## src/include/adc_ctrl_pkg.sv

```systemverilog
// constants, field layout and types of the successive-approximation converter control
package adc_ctrl_pkg;
   // ----------------------------------------
   // register port
   // ----------------------------------------
   localparam int unsigned DATA_W = 8;
   localparam int unsigned ADDR_W = 3;
   localparam logic [ADDR_W-1:0] ADDR_CTRL_ZERO = 3'h0;
   localparam logic [ADDR_W-1:0] ADDR_CTRL_ONE = 3'h1;
   localparam logic [ADDR_W-1:0] ADDR_RESULT = 3'h2;
   localparam logic [ADDR_W-1:0] ADDR_FLAGS = 3'h3;
   localparam logic [ADDR_W-1:0] ADDR_ENABLES = 3'h4;

   // ----------------------------------------
   // field positions and reset values
   // ----------------------------------------
   localparam int unsigned CLKSEL_LO = 6;
   localparam int unsigned CHAN_LO = 3;
   localparam int unsigned GO_BIT = 2;
   localparam int unsigned ENABLE_BIT = 0;
   localparam int unsigned REFCFG_LO = 0;
   localparam int unsigned DONE_FLAG_BIT = 6;
   localparam int unsigned IRQ_EN_BIT = 6;
   localparam logic [DATA_W-1:0] RESULT_RST = 8'h00;
   localparam logic [2:0] CHAN_RST = 3'h0;
   localparam logic [2:0] REFCFG_RST = 3'h0;
   localparam logic [DATA_W-1:0] SAR_INIT = 8'h80;
   localparam logic [DATA_W-1:0] READ_ZERO = 8'h00;

   // ----------------------------------------
   // timing in half bit-conversion periods
   // ----------------------------------------
   localparam int unsigned CNT_W = 5;
   localparam logic [CNT_W-1:0] HALF_DIV2 = 5'h01;
   localparam logic [CNT_W-1:0] HALF_DIV8 = 5'h04;
   localparam logic [CNT_W-1:0] HALF_DIV32 = 5'h10;
   localparam logic [CNT_W-1:0] CONV_HALF_TICKS = 5'h13;
   localparam logic [CNT_W-1:0] FIRST_DECIDE = 5'h04;
   localparam logic [CNT_W-1:0] RECOVER_HALF_TICKS = 5'h04;
   localparam logic [CNT_W-1:0] CNT_ZERO = 5'h00;
   localparam logic [CNT_W-1:0] CNT_ONE = 5'h01;

   // ----------------------------------------
   // enumerations
   // ----------------------------------------
   typedef enum logic [1:0] {
      CLK_DIV2 = 2'b00,
      CLK_DIV8 = 2'b01,
      CLK_DIV32 = 2'b10,
      CLK_RC = 2'b11
   } conv_clk_sel_t;

   typedef enum logic [1:0] {
      ST_IDLE = 2'b00,
      ST_CONVERT = 2'b01,
      ST_RECOVER = 2'b10
   } conv_state_t;
endpackage

```

## src/design/tad_divider.sv

```systemverilog
// half bit-conversion-period tick generator
`timescale 1ns/1ps
module tad_divider (
   // clock and reset
   input wire logic clk_i,
   input wire logic rst_i,
   // control
   input wire logic restart_i,
   input wire adc_ctrl_pkg::conv_clk_sel_t sel_i,
   input wire logic rc_tick_i,
   // tick out
   output logic half_tick_o
);
   import adc_ctrl_pkg::*;

   logic [CNT_W-1:0] cnt;
   logic [CNT_W-1:0] half_len;

   // half period in system cycles for the chosen source
   always_comb begin
      unique case (sel_i)
         CLK_DIV2: half_len = HALF_DIV2;
         CLK_DIV8: half_len = HALF_DIV8;
         CLK_DIV32: half_len = HALF_DIV32;
         CLK_RC: half_len = HALF_DIV2;
      endcase
   end

   // restart keeps the first period whole after a start
   always_ff @(posedge clk_i or posedge rst_i) begin
      if (rst_i) begin
         cnt <= CNT_ZERO;
      end else if (restart_i || cnt == half_len - CNT_ONE) begin
         cnt <= CNT_ZERO;
      end else begin
         cnt <= cnt + CNT_ONE;
      end
   end

   // internal rc pulses bypass the counter
   assign half_tick_o = !restart_i && ((sel_i == CLK_RC) ? rc_tick_i : (cnt == half_len - CNT_ONE));
endmodule // tad_divider

```

## src/design/sar_step.sv

```systemverilog
// successive-approximation trial register
`timescale 1ns/1ps
module sar_step #(
   parameter int unsigned WIDTH = 8
) (
   // clock and reset
   input wire logic clk_i,
   input wire logic rst_i,
   // control
   input wire logic load_i,
   input wire logic decide_i,
   input wire logic comp_i,
   // trial code and settled value
   output logic [WIDTH-1:0] trial_o,
   output logic [WIDTH-1:0] final_o
);
   logic [WIDTH-1:0] mask;
   logic [WIDTH-1:0] kept;

   generate
      if (WIDTH < 2) begin : g_bad_width
         $error("sar_step width too small");
      end
   endgenerate

   // comparator low means the trial bit overshot
   assign kept = comp_i ? trial_o : (trial_o & ~mask);

   // one bit decided per step, msb first
   always_ff @(posedge clk_i or posedge rst_i) begin
      if (rst_i) begin
         trial_o <= '0;
         mask <= '0;
      end else if (load_i) begin
         mask <= {1'b1, {(WIDTH-1){1'b0}}};
         trial_o <= {1'b1, {(WIDTH-1){1'b0}}};
      end else if (decide_i) begin
         mask <= mask >> 1;
         trial_o <= kept | (mask >> 1);
      end
   end

   // value with the pending decision applied, for the last step
   assign final_o = decide_i ? kept : trial_o;
endmodule // sar_step

```

## src/design/sar_adc_conversion_control.sv

```systemverilog
// register file and sequencer of the 8-bit successive-approximation converter
//
// Chosen here: the register offsets and the strobed register port.
`timescale 1ns/1ps
module sar_adc_conversion_control #(
   parameter int unsigned RESULT_W = 8
) (
   // clock and reset
   input wire logic clk_i,
   input wire logic rst_i,
   // register port
   input wire logic [adc_ctrl_pkg::ADDR_W-1:0] addr_i,
   input wire logic [adc_ctrl_pkg::DATA_W-1:0] wdata_i,
   input wire logic write_i,
   input wire logic read_i,
   output logic [adc_ctrl_pkg::DATA_W-1:0] rdata_o,
   // analog front end
   input wire logic comp_i,
   input wire logic rc_tick_i,
   output logic [1:0] channel_o,
   output logic mux_enable_o,
   output logic sample_o,
   output logic vref_external_o,
   output logic [3:0] analog_pins_o,
   output logic converter_on_o,
   output logic [RESULT_W-1:0] trial_o,
   // core side
   input wire logic sleep_i,
   input wire logic global_irq_enable_i,
   output logic irq_o,
   output logic wake_o,
   output logic vector_o
);
   import adc_ctrl_pkg::*;

   // ----------------------------------------
   // declarations
   // ----------------------------------------
   conv_state_t state;
   conv_clk_sel_t clk_sel;
   logic [2:0] channel;
   logic [2:0] ref_cfg;
   logic enable;
   logic done_flag;
   logic irq_enable;
   logic [RESULT_W-1:0] result;
   logic [CNT_W-1:0] ticks;
   logic half_tick;
   logic wr_ctrl0;
   logic start_pulse;
   logic abort_req;
   logic done_pulse;
   logic decide;
   logic [RESULT_W-1:0] sar_final;

   generate
      if (RESULT_W != DATA_W) begin : g_bad_result_w
         $error("result width must match the register width");
      end
   endgenerate

   // ----------------------------------------
   // request decode
   // ----------------------------------------
   assign wr_ctrl0 = write_i && addr_i == ADDR_CTRL_ZERO;

   // enable must already be on; a go in the enabling write is ignored
   assign start_pulse = wr_ctrl0 && state == ST_IDLE && enable && wdata_i[ENABLE_BIT] && wdata_i[GO_BIT];

   // software clear, disable, or sleep on a system-derived clock ends it early
   assign abort_req = state == ST_CONVERT &&
                      ((wr_ctrl0 && (!wdata_i[GO_BIT] || !wdata_i[ENABLE_BIT])) ||
                       (sleep_i && clk_sel != CLK_RC));

   // last half period closes the conversion
   assign done_pulse = state == ST_CONVERT && half_tick && ticks == CONV_HALF_TICKS - CNT_ONE && !abort_req;

   // decisions on every second half period after the sampling phase
   assign decide = state == ST_CONVERT && half_tick && ticks >= FIRST_DECIDE && !ticks[0];

   // ----------------------------------------
   // clock divider and sar register
   // ----------------------------------------
   // an abort restarts the count too, so the recovery wait is two whole periods
   tad_divider u_tad_divider (
      .clk_i(clk_i),
      .rst_i(rst_i),
      .restart_i(start_pulse || abort_req),
      .sel_i(clk_sel),
      .rc_tick_i(rc_tick_i),
      .half_tick_o(half_tick)
   );

   sar_step #(
      .WIDTH(RESULT_W)
   ) u_sar_step (
      .clk_i(clk_i),
      .rst_i(rst_i),
      .load_i(start_pulse),
      .decide_i(decide),
      .comp_i(comp_i),
      .trial_o(trial_o),
      .final_o(sar_final)
   );

   // ----------------------------------------
   // control registers
   // ----------------------------------------
   // clock, channel and enable fields of control register zero
   always_ff @(posedge clk_i or posedge rst_i) begin
      if (rst_i) begin
         clk_sel <= CLK_DIV2;
         channel <= CHAN_RST;
         enable <= 1'b0;
      end else if (wr_ctrl0) begin
         clk_sel <= conv_clk_sel_t'(wdata_i[CLKSEL_LO +: 2]);
         channel <= wdata_i[CHAN_LO +: 3];
         enable <= wdata_i[ENABLE_BIT];
      end
   end

   // reference configuration in control register one
   always_ff @(posedge clk_i or posedge rst_i) begin
      if (rst_i) begin
         ref_cfg <= REFCFG_RST;
      end else if (write_i && addr_i == ADDR_CTRL_ONE) begin
         ref_cfg <= wdata_i[REFCFG_LO +: 3];
      end
   end

   // interrupt enable in the peripheral enable register
   always_ff @(posedge clk_i or posedge rst_i) begin
      if (rst_i) begin
         irq_enable <= 1'b0;
      end else if (write_i && addr_i == ADDR_ENABLES) begin
         irq_enable <= wdata_i[IRQ_EN_BIT];
      end
   end

   // completion flag: hardware only sets, and a set beats a same-cycle clear
   always_ff @(posedge clk_i or posedge rst_i) begin
      if (rst_i) begin
         done_flag <= 1'b0;
      end else if (done_pulse) begin
         done_flag <= 1'b1;
      end else if (write_i && addr_i == ADDR_FLAGS) begin
         done_flag <= wdata_i[DONE_FLAG_BIT];
      end
   end

   // ----------------------------------------
   // sequencer
   // ----------------------------------------
   // half-period counter, reused for the recovery wait
   always_ff @(posedge clk_i or posedge rst_i) begin
      if (rst_i) begin
         ticks <= CNT_ZERO;
      end else if (start_pulse || abort_req) begin
         ticks <= CNT_ZERO;
      end else if (state != ST_IDLE && half_tick) begin
         ticks <= ticks + CNT_ONE;
      end
   end

   // idle, convert, recover after an abort
   always_ff @(posedge clk_i or posedge rst_i) begin
      if (rst_i) begin
         state <= ST_IDLE;
      end else begin
         unique case (state)
            ST_IDLE: begin
               if (start_pulse) begin
                  state <= ST_CONVERT;
               end
            end
            ST_CONVERT: begin
               if (abort_req) begin
                  state <= ST_RECOVER;
               end else if (done_pulse) begin
                  state <= ST_IDLE;
               end
            end
            ST_RECOVER: begin
               // recovery runs out even if the clock stops in sleep only on rc pulses
               if (half_tick && ticks == RECOVER_HALF_TICKS - CNT_ONE) begin
                  state <= ST_IDLE;
               end
            end
            default: state <= ST_IDLE;
         endcase
      end
   end

   // result only moves on a full conversion, never on an abort
   always_ff @(posedge clk_i or posedge rst_i) begin
      if (rst_i) begin
         result <= RESULT_RST;
      end else if (done_pulse) begin
         result <= sar_final;
      end
   end

   // ----------------------------------------
   // register read port
   // ----------------------------------------
   // one cycle latency, unmapped and unread cycles return zero
   always_ff @(posedge clk_i or posedge rst_i) begin
      if (rst_i) begin
         rdata_o <= READ_ZERO;
      end else if (read_i) begin
         unique case (addr_i)
            ADDR_CTRL_ZERO: rdata_o <= {clk_sel, channel, state == ST_CONVERT, 1'b0, enable};
            ADDR_CTRL_ONE: rdata_o <= {5'h00, ref_cfg};
            ADDR_RESULT: rdata_o <= result;
            ADDR_FLAGS: rdata_o <= {1'b0, done_flag, 6'h00};
            ADDR_ENABLES: rdata_o <= {1'b0, irq_enable, 6'h00};
            default: rdata_o <= READ_ZERO;
         endcase
      end else begin
         rdata_o <= READ_ZERO;
      end
   end

   // ----------------------------------------
   // analog side
   // ----------------------------------------
   // reserved channel codes leave the multiplexer open
   assign channel_o = channel[1:0];
   assign mux_enable_o = enable && !channel[2];
   assign sample_o = enable && state == ST_IDLE;
   assign converter_on_o = enable;

   // external reference on the odd codes except the all-digital pair
   assign vref_external_o = ref_cfg[0] && !(ref_cfg[2] && ref_cfg[1]);

   // analog pin map, msb is input 3
   always_comb begin
      unique case (ref_cfg)
         3'h0, 3'h2: analog_pins_o = 4'hf;
         3'h1, 3'h3: analog_pins_o = 4'h7;
         3'h4: analog_pins_o = 4'hb;
         3'h5: analog_pins_o = 4'h3;
         3'h6, 3'h7: analog_pins_o = 4'h0;
      endcase
   end

   // ----------------------------------------
   // interrupt request and wake
   // ----------------------------------------
   assign irq_o = done_flag && irq_enable;
   assign wake_o = sleep_i && irq_o;
   assign vector_o = irq_o && global_irq_enable_i && !sleep_i;

   // ----------------------------------------
   // checks
   // ----------------------------------------
   localparam int CONV_WAIT_MIN = 19;
   localparam int CONV_WAIT_MAX = 320;
   localparam int RECOVER_WAIT_MAX = 70;

   chk_done_effects: assert property (@(posedge clk_i) disable iff (rst_i)
      done_pulse |=> done_flag && state == ST_IDLE && result == $past(sar_final))
      else $error("completion did not load result and flag");

   chk_flag_sticky: assert property (@(posedge clk_i) disable iff (rst_i)
      done_flag && !(write_i && addr_i == ADDR_FLAGS) |=> done_flag)
      else $error("completion flag dropped without a write");

   chk_flag_set_wins: assert property (@(posedge clk_i) disable iff (rst_i)
      done_pulse && write_i && addr_i == ADDR_FLAGS |=> done_flag)
      else $error("flag clear beat a completion");

   chk_irq_gating: assert property (@(posedge clk_i) disable iff (rst_i)
      irq_o |-> done_flag && irq_enable)
      else $error("interrupt without flag and enable");

   chk_sleep_wake: assert property (@(posedge clk_i) disable iff (rst_i)
      sleep_i && done_flag && irq_enable |-> wake_o && !vector_o)
      else $error("no wake from sleep on interrupt");

   chk_vector_gate: assert property (@(posedge clk_i) disable iff (rst_i)
      vector_o |-> global_irq_enable_i && irq_o)
      else $error("vector without global enable");

   chk_div2_length: assert property (@(posedge clk_i) disable iff (rst_i)
      start_pulse && wdata_i[CLKSEL_LO +: 2] == CLK_DIV2 && !sleep_i ##1 !abort_req [*8] |->
         ##[10:11] (done_pulse || abort_req))
      else $error("div2 conversion length wrong");

   chk_conv_bounded: assert property (@(posedge clk_i) disable iff (rst_i)
      start_pulse && wdata_i[CLKSEL_LO +: 2] != CLK_RC |->
         ##[CONV_WAIT_MIN:CONV_WAIT_MAX] (done_pulse || abort_req))
      else $error("conversion did not finish in time");

   chk_abort_keeps: assert property (@(posedge clk_i) disable iff (rst_i)
      $changed(result) |-> $past(done_pulse))
      else $error("result changed without completion");

   chk_recover_bound: assert property (@(posedge clk_i) disable iff (rst_i)
      abort_req && clk_sel != CLK_RC |=> state == ST_RECOVER ##[1:RECOVER_WAIT_MAX] state == ST_IDLE)
      else $error("recovery wait not bounded");

   chk_busy_enabled: assert property (@(posedge clk_i) disable iff (rst_i)
      state == ST_CONVERT |-> enable)
      else $error("converting while disabled");

   chk_reserved_chan: assert property (@(posedge clk_i) disable iff (rst_i)
      channel[2] |-> !mux_enable_o)
      else $error("reserved channel routed");

   chk_start_loads: assert property (@(posedge clk_i) disable iff (rst_i)
      start_pulse |=> state == ST_CONVERT && trial_o == SAR_INIT)
      else $error("start did not load the first trial code");

   chk_sleep_abort: assert property (@(posedge clk_i) disable iff (rst_i)
      state == ST_CONVERT && sleep_i && clk_sel != CLK_RC |=> state == ST_RECOVER)
      else $error("sleep on a system clock did not abort");

   cov_full_conv: cover property (@(posedge clk_i) disable iff (rst_i) done_pulse);
   cov_abort: cover property (@(posedge clk_i) disable iff (rst_i) abort_req ##[1:RECOVER_WAIT_MAX] state == ST_IDLE);
   cov_wake: cover property (@(posedge clk_i) disable iff (rst_i) wake_o);
   cov_rc_conv: cover property (@(posedge clk_i) disable iff (rst_i) done_pulse && clk_sel == CLK_RC);
   cov_set_wins: cover property (@(posedge clk_i) disable iff (rst_i) done_pulse && write_i && addr_i == ADDR_FLAGS);
endmodule // sar_adc_conversion_control

```

## config.mk

```make
export PLATFORM = sky130hd
export DESIGN_NAME = sar_adc_conversion_control
export DESIGN_NICKNAME = d
export VERILOG_FILES = /design/src/include/adc_ctrl_pkg.sv /design/src/design/tad_divider.sv /design/src/design/sar_step.sv /design/src/design/sar_adc_conversion_control.sv
export SDC_FILE = /design/constraint.sdc
export NUM_CORES = 1
export LEC_CHECK = 0
export ABC_AREA = 0
export BUFFER_PORTS_ARGS = -buffer_cell sky130_fd_sc_hd__buf_4
export CAP_MARGIN = 10
export CORE_UTILIZATION = 58
export CTS_BUF_LIST = sky130_fd_sc_hd__clkbuf_2
export CTS_CLUSTER_DIAMETER = 150
export CTS_CLUSTER_SIZE = 30
export DETAILED_ROUTE_END_ITERATION = 10
export GPL_TIMING_DRIVEN = 0
export MAX_ROUTING_LAYER = met4
export PLACE_DENSITY = 0.89
export SLEW_MARGIN = 15
export SYNTH_ARGS = -nofsm -noshare
export SYNTH_HDL_FRONTEND = slang
export SYNTH_SLANG_ARGS = --single-unit
export TNS_END_PERCENT = 1
```

## constraint.sdc

```tcl
create_clock -name clk_i -period 2.9 [get_ports clk_i]
set_clock_uncertainty 0.05 [all_clocks]
set_input_delay 0.29 -clock clk_i [delete_from_list [all_inputs] [get_ports clk_i]]
set_output_delay 0.29 -clock clk_i [all_outputs]
set_load 0.02 [all_outputs]
```

---- Yosys cells after proc, flatten, opt, wreduce, memory -nomap -nowiden ----
Memory sizes are Yosys's and may differ from the RTL's.
Cells that the tools add are included.
word-level totals
  RAM bits ................................ 0
  bits in read-only memories .............. 32
  output and inout bits ................... 29
  logic and storage cells ................. 105
  latch bits .............................. 0
  register bits after elaboration ......... 55
  input port bits ......................... 19
  memories ................................ 1
cells by class
  equality and inequality tests ........... 16
  div/mod/pow operators ................... 0
  reduce and logical (&&, ||, !) cells .... 48
  mux-type cells .......................... 20
  multipliers ............................. 0
  bitwise logic cells ..................... 3
  shift-type cells ........................ 0
  $add $sub $neg .......................... 3
  order comparisons ....................... 1
memories
  memory           words  bits a word  rd ports  clocked after Yosys merged registers in  wr ports  RTL line                           text
  (no name shown)  8      4            1         0                                        0         sar_adc_conversion_control.sv:238  unique case (ref_cfg)
operators by type and width
  operator                                                                              number
  8-bit two-way mux                                                                     7
  8-bit case mux with 5 select lines                                                    1
  1-bit logical AND                                                                     27
  5-bit two-way mux                                                                     3
  5-bit case mux with 3 select lines                                                    1
  5-bit by 1-bit adder with 5-bit output (second input constant)                        2
  8-bit AND                                                                             1
  1-bit logical NOT                                                                     8
  2-bit two-way mux                                                                     4
  8-bit NOT                                                                             1
  8-bit by 7-bit OR with 8-bit output                                                   1
  2-bit nonzero test                                                                    4
  2-bit == test (second input constant)                                                 3
  3-bit by 2-bit == test with 1-bit output (second input constant)                      2
  2-bit inequality test (second input constant)                                         3
  2-bit case mux with 3 select lines                                                    1
  5-bit by 2-bit == test with 1-bit output (second input constant)                      1
  5-bit == test                                                                         1
  5-bit == test (second input constant)                                                 1
  5-bit by 3-bit greater-or-equal comparator with 1-bit output (second input constant)  1
  5-bit by 1-bit subtractor with 5-bit output (second input constant)                   1
  2-bit by 1-bit == test with 1-bit output (second input constant)                      2
  2-bit logical NOT                                                                     2
  1-bit logical OR                                                                      4
  other kinds (7)                                                                       9

---- Logic depth before layout (Yosys ltp) ----
Gate-level depths: netlist (run 1).
  word-level depth ........................ 15
  mapped depth ............................ 9
  gate-level depth less buffers ........... 7

---- By module ----
Synthesis (run 1) repeated with hierarchy kept, for this count alone.
second synthesis, totals
  cells, all modules ...................... 245
  area total of the unflattened synthesis .. 2,772.7 sq um
modules (own cells, without submodules)
  module                      instances  seq. area each (sq um)  cells an instance  area each (sq um)
  sar_adc_conversion_control  1          850.8                   145                1,649.1
  sar_step                    1          400.4                   70                 774.5
  tad_divider                 1          125.1                   30                 349.1

---- Worst setup path before layout (run 1) ----
OpenSTA, ideal clock, no wires.
  path type ............................... reg-to-reg
  start ................................... register enable, in the netlist converter_on_o
  end ..................................... register result[0]
  setup slack ............................. 0.606 ns
  required time ........................... 2.725 ns
  setup time .............................. 0.125 ns
  stages on the path, launching flop included .. 7
  buffers on the path ..................... 1
  period minus slack after synthesis ...... 2.294 ns
  arrival time ............................ 2.119 ns
  cell sequence ........................... dfrtp_1 > nor3b_1 > and3_1 > nor2_1 > and3_1 > buf_4 > mux2_4
between the ends
  cells in the longest elaborated chain, start to end .. 10
  elaborated cells on any way between the ends .. 12
  classes of those cells .................. 1 x mux; 11 x reduce/logical
RTL lines
  element                            RTL line                                                            text
  from (decl)                        sar_adc_conversion_control.sv:43                                    logic enable;
  from (signal assigned)             sar_adc_conversion_control.sv:118                                   enable <= wdata_i[ENABLE_BIT];
  1-bit logical AND * (3 in series)  sar_adc_conversion_control.sv:68                                    assign start_pulse = wr_ctrl0 && state == ST_IDLE && enable && wdata_i[ENABLE_BIT] && wdata_i[GO_BIT];
  1-bit logical OR *                 sar_adc_conversion_control.sv:88                                    .restart_i(start_pulse || abort_req),
  1-bit logical NOT *                tad_divider.sv:41                                                   assign half_tick_o = !restart_i && ((sel_i == CLK_RC) ? rc_tick_i : (cnt == half_len - CNT_ONE));
  1-bit logical AND *                tad_divider.sv:41
  1-bit logical AND *                sar_adc_conversion_control.sv:76, sar_adc_conversion_control.sv:79
  1-bit logical AND (2 in series)    sar_adc_conversion_control.sv:79                                    assign decide = state == ST_CONVERT && half_tick && ticks >= FIRST_DECIDE && !ticks[0];
  8-bit two-way mux                  sar_step.sv:44                                                      assign final_o = decide_i ? kept : trial_o;
  to (signal assigned)               sar_adc_conversion_control.sv:199                                   result <= sar_final;
  to (decl)                          sar_adc_conversion_control.sv:46                                    logic [RESULT_W-1:0] result;
Every way passes the cells marked *; elsewhere a longest branch is shown, timed or not.
A chain may end at the register's enable or synchronous reset.

---- Final worst setup path (run 1) ----
  start ................................... register state[1]
  end ..................................... register u_sar_step.trial_o[6]
between the ends
  cells in the longest elaborated chain, start to end .. 12
  elaborated cells on any way between the ends .. 15
  classes of those cells .................. 1 x eq/ne; 1 x mux; 13 x reduce/logical
RTL lines
  element                          RTL line                           text
  from (decl)                      sar_adc_conversion_control.sv:39   conv_state_t state;
  from (signal assigned)           sar_adc_conversion_control.sv:168  state <= ST_IDLE;
  from (signal assigned)           sar_adc_conversion_control.sv:173  state <= ST_CONVERT;
  from (signal assigned)           sar_adc_conversion_control.sv:178  state <= ST_RECOVER;
  2-bit logical NOT                sar_adc_conversion_control.sv:68
  1-bit logical AND (4 in series)  sar_adc_conversion_control.sv:68
  1-bit logical OR                 sar_adc_conversion_control.sv:88
  1-bit logical NOT                tad_divider.sv:41
  1-bit logical AND                tad_divider.sv:41
  1-bit logical AND (3 in series)  sar_adc_conversion_control.sv:79
  2-bit nonzero test (no line)     -
  to (signal assigned)             sar_step.sv:36                     trial_o <= {1'b1, {(WIDTH-1){1'b0}}};
  to (signal assigned)             sar_step.sv:39                     trial_o <= kept | (mask >> 1);
  to (decl)                        sar_step.sv:14                     output logic [WIDTH-1:0] trial_o,
Parallel ways exist; a longest one is shown, timed or not.

==> impl_metrics.yaml, run 1 <==
cells_and_area:
  nets: 339
  drive_above_1_share_pct: 25.80
  fillCellCount: 291
  syn_to_final_growth_pct: 21.59
  diodes: 0
critical_path:
  worstPathMaxFanout: 10
  path_cells: "nand2b_1, nor4_1, clkbuf_1, nand4_1, a32o_1"
  cpMaxStageDelayCell: "nor4_1"
  rr_worst_depth: 5
  cp.required_ns: 3.23
  critPathLaunchType: "flop"
  cp_top_family: "simple AND/OR/NAND/NOR gates"
  crit_cells: 5
  worstPathArrival_ns: 2.95
  crit_type: "reg2reg"
  worst-path-buf-inv: 1
  endpoint_kind: "flop"
  critical_path.max_stage_delay_ns: 0.89
logic_synthesis:
  synth_edf_count: 0
  synth_ff_type: "dfrtp_1"
  synth_top_family_by_area: "simple AND/OR/NAND/NOR gates"
  syn_area_sq_um: 2724
  synth_simple_gate_area_share_pct: 17.46
  synth_adder_area_share_pct: 3.215
  synthTopCellsByArea: "dfrtp_1 51%, mux2_4 4.4%, mux2i_1 3.3%"
  seq_area_frac_synth_pct: 50.53
  syn_area_per_cell_sq_um: 10.98
  async_flop_share_pct: 100.0
  ys_warn_count: 0
  synthDistinctLibCells: 47
  synthCells: 248
  synth-seq-cells: 55
  syn_nets: 274
  synth_top_cell_by_area: "dfrtp_1"
  synthMuxAreaShare_pct: 8.957
  synth_top_area_share_pct: 50.53
  synth_compound_area_share_pct: 13.78
  synth_xor_area_share_pct: 1.608
timing:
  timing.final.crit_share_pct: 90.18
  hold_viol: 0
  fmax_ghz: 0.3824
  rsz0062_at_grt: "no"
  finalSetupViolations: 0
  finalSetupTns_ns: 0
  worst_pin_slew_ns: 1.049
  fin_crit_ns: 2.615
  slew-limit-headroom_pct: 29.45
  slew_violations: 0
placed_design:
  numPortBuffers: 47
  dp_hpwl_mm: 4.169
  gp_congestion: 0.8354
route:
  vias: 2152
  drc: 16
  drt_iter0_markers: 177
  ant_nets: 0
  totalWireLength_mm: 5.746
  vias_per_cell: 5.880
  wire_per_inst_microns: 15.70
  firstDrtPassIters: 7
clocking:
  cts.path.max_buffers: 2
  numCtsBuffers: 5
  insertion_delay_ns: 0.46
  path_clk_slew_ns: 0.28
  clock-sinks: 55
  cts_root_buffer: "clkbuf_2"
  cts_htree_levels: 2
  cts_tree: "yes"
pwr:
  sequentialPowerShare_pct: 54.6
  total_leakage_power_nw: 1.613
  pwr-share-comb_pct: 27.7
  clkPwrFrac_pct: 17.7
  p_int_mw: 1.182
  switching_share_pct: 35.60
  p_total_mw: 1.836
  switchingPower_mw: 0.6535
  p_per_area_nw_per_um2: 554.3
  ir_drop_mv: 0.3996
run:
  maxCapViolCount: 0
floorplanning:
  ioPinCount: 48
  die_h_microns: 70.53
  design.core.area_sq_um: 4444
  rows: 24
  dieArea_sq_um: 4974
  fp.dieW_microns: 70.53
  start_util_pct: 61.29
grt:
  grt_pass1_wl_mm: 9.680
  grt_pass1_vias: 2046
  grt_max_degree: 30
  antenna_found_initial: 0
  grt_overflow: 0
  grt_usage_pct: 26.00
hold_path:
  hp-class: "in2reg"
  hold_depth: 2
status:
  outcome: "finished with violations"
  violations: "design-rule violations"
==> through the flow <==
stage | util (%) | setup WS, ns | hold slack [ns] | instance area (sq um) | instances
2_1_floorplan | - | 0.6061 | 0.3454 | 2724 | 248
3_3_place_gp | 70.69 | 0.2633 | 0.4329 | 3142 | 347
3_5_place_dp | 71.14 | 0.2077 | 0.3677 | 3162 | 348
4_1_cts | 74.52 | 0.2855 | 0.03573 | 3312 | 366
5_1_grt | 74.52 | 0.08791 | 0.02764 | 3312 | 366
6_report | 74.52 | 0.2846 | 0.04447 | 3312 | 366
==> power groups by stage <==
stage	logic (mW)	registers [mW]	clock network [mW]
floorplan	0.339	0.994	0
global placement	0.472	1.01	0
detailed placement	0.499	1.01	0
CTS	0.512	1.00	0.334
global route	0.566	1.02	0.362
finish	0.509	1.00	0.325
==> logic make-up (layout without fill, tap and decap cells) <==
logic type / Yosys count / count (layout)
compound gates: 49 / 49
mux: 20 / 20
flops: 55 / 55
xor+xnor: 5 / 5
buf+inv: 22 / 88
simple gates: 90 / 90
fa+ha+maj: 7 / 7
==> worst register-to-register path, delay by kind of cell (launching register included) <==
kind / cells / cell delay (ns)
AOI/OAI and AO/OA: 1 / 0.29
and+or+nand+nor: 3 / 1.30
buffers and inverters: 1 / 0.41
DFF: 1 / 0.50
==> state kept, by name, indices dropped and copies added, names as in the netlist <==
signal,cells
converter_on_o,1
u_sar_step.trial_o,8
u_sar_step.mask,8
result,8
done_flag,1
state,2
ticks,5
rdata_o,8
channel,3
irq_enable,1
u_tad_divider.cnt,5
clk_sel,2
ref_cfg,3
==> cells in the mapped netlist, types with 2 or more instances <==
library cell and instances:
a22o_1 7, and3_1 7, a32o_1 7, xor2_1 3, a21oi_1 7, nor4_1 2, nand2_1 24, mux2_2 3
a21o_1 2, ha_1 7, o21ai_0 8, and2_1 4, clkbuf_1 4, inv_1 10, mux2_4 8, or3_1 2
a31oi_1 2, nand3_1 5, or2_2 3, dfrtp_1 55, nor3_1 3, buf_6 3, buf_4 4, mux2i_1 9
xnor2_1 2, nand4_1 8, a21boi_0 9, nor2_1 19, nor2b_1 3
==> cell type report <==
type	instances	area [sq um]	share of cell area, %
buffer	12	83.83	2.531
clock buffer	5	25.02	0.7556
clock inverter	3	25.02	0.7556
inverter	10	37.54	1.133
multi-input combinational	171	1226	37.02
sequential	55	1376	41.56
tap	52	65.06	1.964
timing repair buffer	58	473.0	14.28
==> what timing repair did <==
item,CTS,global route
setup buffers,0,0
hold buffers,10,0
resized for setup,0,0
endpoints found under the hold margin,39,0
==> metal layers <==
layer	global-route usage, %	vias up	share of wire (%)
li1	-	1025	-
met1	33.17	1060	44
met2	42.83	62	50
met3	3.989	5	5.0
met4	9.333	0	0.84
met5	-	-	0
==> path summary, 6_finish.rpt <==
check | slack, ns | end | start
setup / recovery | 0.28 | u_sar_step.trial_o[6]$_DFFE_PP0P_ | state[1]$_DFFE_PP0P_
hold / removal | 0.04 | done_flag$_DFFE_PP0P_ | write_i
setup reg to reg | 0.28 | u_sar_step.trial_o[6]$_DFFE_PP0P_ | state[1]$_DFFE_PP0P_
hold reg to reg | 0.48 | u_tad_divider.cnt[0]$_DFF_PP0_ | u_tad_divider.cnt[0]$_DFF_PP0_
max in group asynchronous | 1.89 | state[1]$_DFFE_PP0P_ | rst_i
min in group asynchronous | 0.35 | u_sar_step.trial_o[4]$_DFFE_PP0P_ | rst_i
==> layout by cell type, fill, tap and decap left out, types with 4 or more instances in the layout <==
cell,instances
a21boi_0,9
a21oi_1,7
a22o_1,7
a32o_1,7
and2_1,4
and3_1,7
buf_4,51
clkbuf_1,4
clkbuf_2,5
dfrtp_1,55
dlygate4sd3_1,10
ha_1,7
inv_1,9
mux2_4,8
mux2i_1,9
nand2_1,24
nand3_1,5
nand4_1,8
nor2_1,19
o21ai_0,8
Note: power is estimated with default switching activity, not from simulation.
==> run 2, diff against run 1 <==
- CAP_MARGIN: 10 -> 30
- SYNTH_HIERARCHICAL: not set -> 1
==> run 2 against run 1 <==
Effect of this change:
- the flow still finishes with violations (design-rule violations)
- sequential power about the same
- largest cell class unchanged
- highest routed layer unchanged
- global-route usage decreased by 0.98 points
- die area increased by 1.7%
- largest power group unchanged
- sequential cell count unchanged
- combinational power increased by 30%
==> impl_metrics.yaml, run 2 <==
status:
  outcome: "finished with violations"
  violations: "design-rule violations"
timing:
  timing.final.crit_share_pct: 99.78
  finalSetupViolations: 0
  fin_crit_ns: 2.894
  slew-limit-headroom_pct: 52.73
  worst_pin_slew_ns: 0.7080
  hold_viol: 0
  fmax_ghz: 0.3456
  whs_ns: 0.07676
  slew_violations: 0
  rsz0062_at_grt: "yes"
critical_path:
  worstPathMaxFanout: 5
  path_cells: "ha_4, or3b_4, a221oi_4, a22o_1, buf_4, nand4_1, or3b_4, buf_6, mux2_2"
  worstPathArrival_ns: 3.21
  rr_worst_depth: 9
  critPathLaunchType: "flop"
  cpMaxStageDelayCell: "dfrtp_2"
  cp.required_ns: 3.21
  crit_start: "clk_sel[1]$_DFFE_PP0N_"
  crit_type: "reg2reg"
  endpoint_kind: "flop"
  crit-reg2reg-launch: "clk_sel[1]$_DFFE_PP0N_"
  crit_cells: 9
  cp_top_family: "simple AND/OR/NAND/NOR gates"
  cpMostUsedCell: "or3b_4"
  critical_path.max_stage_delay_ns: 0.49
  worst-path-buf-inv: 2
clocking:
  insertion_delay_ns: 0.45
  clock-sinks: 55
  cts_root_buffer: "clkbuf_2"
  numCtsBuffers: 5
  cts_tree: "yes"
  path_clk_slew_ns: 0.29
  cts.path.max_buffers: 2
  cts_htree_levels: 2
logic_synthesis:
  synth_top_area_share_pct: 49.64
  synthTopCellsByCount: "55 x dfrtp_1, 19 x a21oi_1, 18 x mux2_2, 18 x nor2_1, 16 x nand2_1"
  synth_top_cell_by_area: "dfrtp_1"
  synth-seq-cells: 55
  syn_area_sq_um: 2773
  synthDistinctLibCells: 46
  synth_most_common_cell: "dfrtp_1"
  synthCells: 245
  synthTopCellsByArea: "dfrtp_1 50%, mux2_2 7.3%, a21oi_1 3.4%"
  synth_ff_type: "dfrtp_1"
  seq_area_frac_synth_pct: 49.64
  ys_warn_count: 6
  synth_edf_count: 0
  syn_area_per_cell_sq_um: 11.32
  async_flop_share_pct: 100.0
  syn_nets: 271
cells_and_area:
  diodes: 0
  post-route-util_pct: 77.80
  fillCellCount: 288
  nets: 347
  layout_commonest_cell: "buf_4"
  final_cell_mix: "61 x buf_4, 54 x dfrtp_1, 19 x a21oi_1"
  drive_above_1_share_pct: 36.02
  fin_cells: 374
  syn_to_final_growth_pct: 25.54
route:
  ant_nets: 0
  totalWireLength_mm: 6.147
  wire_per_inst_microns: 16.44
  vias: 2118
  firstDrtPassIters: 7
  drc: 7
  drt_iter0_markers: 158
  vias_per_cell: 5.663
hold_path:
  worstHoldStart: "addr_i[1]"
  hp-class: "in2reg"
  hold_depth: 3
grt:
  grt_pass1_vias: 1986
  grt_max_degree: 35
  grt_overflow: 0
  antenna_found_initial: 0
  grt_usage_pct: 25.02
  grt_pass1_wl_mm: 9.487
floorplanning:
  ioPinCount: 48
  fp.dieW_microns: 71.14
  dieArea_sq_um: 5061
  design.core.area_sq_um: 4474
  start_util_pct: 61.97
  die_h_microns: 71.14
  rows: 24
run:
  maxCapViolCount: 0
pwr:
  ir_drop_mv: 0.3188
  total_leakage_power_nw: 1.718
  p_per_area_nw_per_um2: 573.4
  p_total_mw: 1.996
placed_design:
  dp_hpwl_mm: 4.127
  gp_congestion: 0.8130
  dp.cells: 343
  numPortBuffers: 46
## run 2: power breakdown
part / leakage [nW] / switching, mW / internal (mW)
logic: 0.962 / 0.322 / 0.341
registers: 0.727 / 0.135 / 0.885
clock network: 0.0296 / 0.247 / 0.0661
## run 2: logic make-up after synthesis
family	synth area share [%]
muxes	9.476
xor gates and xnor gates	3.114
and+or+nand+nor	16.38
buffers and inverters	4.558
DFF	49.64
AOI/OAI and AO/OA	13.67
adders and majority gates	3.159
## run 2: final cells by class
class | count | area [sq um] | area share, %
Tap cell | 52 | 65.06 | 1.869
Clock buffer | 6 | 30.03 | 0.8627
Timing Repair Buffer | 69 | 540.5 | 15.53
Buffer | 11 | 96.34 | 2.768
Clock inverter | 2 | 16.27 | 0.4673
Multi-Input combinational cell | 168 | 1314 | 37.74
Sequential cell | 55 | 1378 | 39.58
Inverter | 11 | 41.29 | 1.186
## run 2: per-stage QoR
step / setup slack (ns) / TNS [ns] / area, sq um
after floorplan: 0.006004 / 0 / 2779
after CTS: 0.005124 / 0 / 3385
after detailed placement: -0.7157 / -12.07 / 3189
after global routing: -0.07516 / -0.5048 / 3481
final: 0.006389 / 0 / 3481
after global placement: -0.7161 / -11.76 / 3189
## run 2: tightest hold or removal path: cells and delay by family
| family | cells | cell delay, ns |
|---|---|---|
| buf+inv | 1 | 0.13 |
| mux | 1 | 0.08 |
| simple gates | 1 | 0.08 |
## run 2: per-layer routing
layer	vias up	routed length [microns]	global-route usage (%)	part of all wire (%)
li1	1017	-	-	-
met5	-	0	-	0
met2	45	3175	40.74	52
met4	0	68	7.556	1.1
met1	1049	2676	31.91	44
met3	7	228	4.701	3.7
## run 2: repair_timing
item | in CTS | in global routing
buffers inserted | 7 | 5
pin swaps | 2 | 5
gates resized for setup | 3 | 11
hold buffers | 8 | 2
endpoints found under the hold margin | 62 | 3
endpoints found under the setup margin | 24 | 15
cloned | 0 | 1
## run 2: worst paths after layout
kind / slack, ns / end
max in group asynchronous: 1.89 / clk_sel[1]$_DFFE_PP0N_
min in group asynchronous: 0.22 / u_tad_divider/cnt[0]$_DFF_PP0_
setup / recovery: 0.006 / result[7]$_DFFE_PP0P_
hold reg to reg: 0.48 / rdata_o[7]$_DFF_PP0_
setup reg to reg: 0.006 / result[7]$_DFFE_PP0P_
hold / removal: 0.08 / rdata_o[7]$_DFF_PP0_
==> run 3, diff against run 2 <==
- CORE_ASPECT_RATIO: not set -> 0.8
==> run 3 against run 2 <==
Effect of this change:
- the flow now finishes without violations
- worst hold slack improved by 0.035 ns
- total power decreased by 0.84%
- sequential power about the same
- cell count increased by 1.9%
- sequential cell count unchanged
- worst setup slack improved by 0.032 ns
- design area increased by 0.72%
- utilization decreased by 1.5 points
- die area about the same
- non-clock buffer count decreased by 1
- critical path type unchanged
==> impl_metrics.yaml, run 3 (synthesized netlist as in run 2, its figures left out) <==
status:
  outcome: "complete, no violations"
clocking:
  clock-sinks: 55
  path_clk_slew_ns: 0.28
  insertion_delay_ns: 0.46
  numCtsBuffers: 5
  cts.path.max_buffers: 2
  cts_htree_levels: 2
  cts_tree: "yes"
  cts_root_buffer: "clkbuf_2"
cells_and_area:
  multi_input_area_sq_um: 1325
  regArea_sq_um: 1379
  drive_above_1_share_pct: 36.45
  fillCellCount: 290
  syn_to_final_growth_pct: 26.44
  final_cell_mix: "62 x buf_4, 53 x dfrtp_1, 19 x a21oi_1"
  diodes: 0
  nets: 346
  layout_commonest_cell: "buf_4"
  fin_cells: 381
critical_path:
  critPathLaunchType: "flop"
  worstPathArrival_ns: 3.18
  cp.required_ns: 3.22
  worstPathMaxFanout: 9
  endpoint_kind: "flop"
  crit_type: "reg2reg"
  reg2reg_slack_ns: 0.04
pwr:
  p_per_area_nw_per_um2: 564.5
  total_leakage_power_nw: 1.721
  ir_drop_mv: 0.3635
timing:
  slew-limit-headroom_pct: 54.08
  fmax_ghz: 0.3495
  hold_viol: 0
  slew_violations: 0
  worst_pin_slew_ns: 0.6878
  whs_ns: 0.1121
  fin_crit_ns: 2.861
  timing.final.crit_share_pct: 98.66
  layout_setup_ws_ns: 0.03874
  finalSetupViolations: 0
  rsz0062_at_grt: "yes"
grt:
  grt_overflow: 0
  grt_max_degree: 35
  antenna_found_initial: 0
  grt_usage_pct: 25.85
  grt_pass1_wl_mm: 9.784
  grt_pass1_vias: 2089
placed_design:
  dp_hpwl_mm: 4.164
  gp_congestion: 0.7996
  dpl_worst_slack_ns: -0.6440
  numPortBuffers: 46
  dp.cells: 351
route:
  firstDrtPassIters: 4
  drc: 0
  vias_per_cell: 5.633
  wire_per_inst_microns: 15.81
  vias: 2146
  totalWireLength_mm: 6.023
  ant_nets: 0
  drt_iter0_markers: 149
floorplanning:
  die_h_microns: 63.84
  rows: 22
  dieArea_sq_um: 5063
  start_util_pct: 60.32
  fp.dieW_microns: 79.30
  design.core.area_sq_um: 4597
  ioPinCount: 48
hold_path:
  hp-class: "in2reg"
run:
  maxCapViolCount: 0
==> run 3: metal layers <==
metal	share of wire [%]	vias up	track usage (%)
met4	1.6	0	8.182
met3	3.9	13	3.857
met5	0	-	-
met1	46	1059	34.69
met2	48	70	40.73
li1	-	1004	-
==> run 3: worst max-delay path: stages (launching register included) <==
cell	delay, ns
dfrtp_2	0.50
ha_4	0.27
or3b_4	0.38
a221oi_4	0.32
a22o_1	0.20
buf_4	0.12
nand4_1	0.12
or3b_4	0.48
mux2_4	0.32
==> run 3: where the power goes <==
group	internal, mW	leakage [nW]	switching, mW
combinational	0.340	0.972	0.323
clock	0.0535	0.0241	0.239
sequential	0.885	0.725	0.138
==> run 3: final cells by class <==
cell class	count	area share, %
sequential	55	39.33
clock buffer	5	0.7138
tap	60	2.141
multi-input combinational	168	37.79
buffer	10	2.427
clock inverter	3	0.4283
inverter	11	1.178
timing repair buffer	69	15.99
==> run 3: path summary, 6_finish.rpt <==
path | from | endpoint | depth (start not counted)
max in group asynchronous | rst_i | channel[0]$_DFFE_PP0N_ | 3
worst max-delay path | clk_sel[1]$_DFFE_PP0N_ | result[3]$_DFFE_PP0P_ | 8
worst min register to register | result[1]$_DFFE_PP0P_ | result[1]$_DFFE_PP0P_ | 1
worst max register to register | clk_sel[1]$_DFFE_PP0N_ | result[3]$_DFFE_PP0P_ | 8
worst min-delay path | comp_i | u_sar_step/trial_o[7]$_DFFE_PP0P_ | 3
min in group asynchronous | rst_i | u_tad_divider/cnt[4]$_DFF_PP0_ | 3
==> run 3: repair_timing <==
| action | CTS | global route |
|---|---|---|
| buffers inserted | 6 | 6 |
| gates cloned | 0 | 1 |
| resized for setup | 3 | 18 |
| pin swaps | 2 | 5 |
| setup endpoints to repair | 24 | 11 |
| endpoints found under the hold margin | 65 | 2 |
| hold buffers | 9 | 1 |
==> run 3: through the flow <==
stage / setup TNS [ns] / power, mW / cell area, sq um / util (%)
2_1_floorplan: 0 / 1.425 / 2779 / -
3_3_place_gp: -9.706 / 1.581 / 3199 / 69.60
3_5_place_dp: -10.82 / 1.619 / 3199 / 69.60
4_1_cts: 0 / 1.953 / 3391 / 73.76
5_1_grt: -0.04533 / 2.100 / 3506 / 76.27
6_report: 0 / 1.979 / 3506 / 76.27
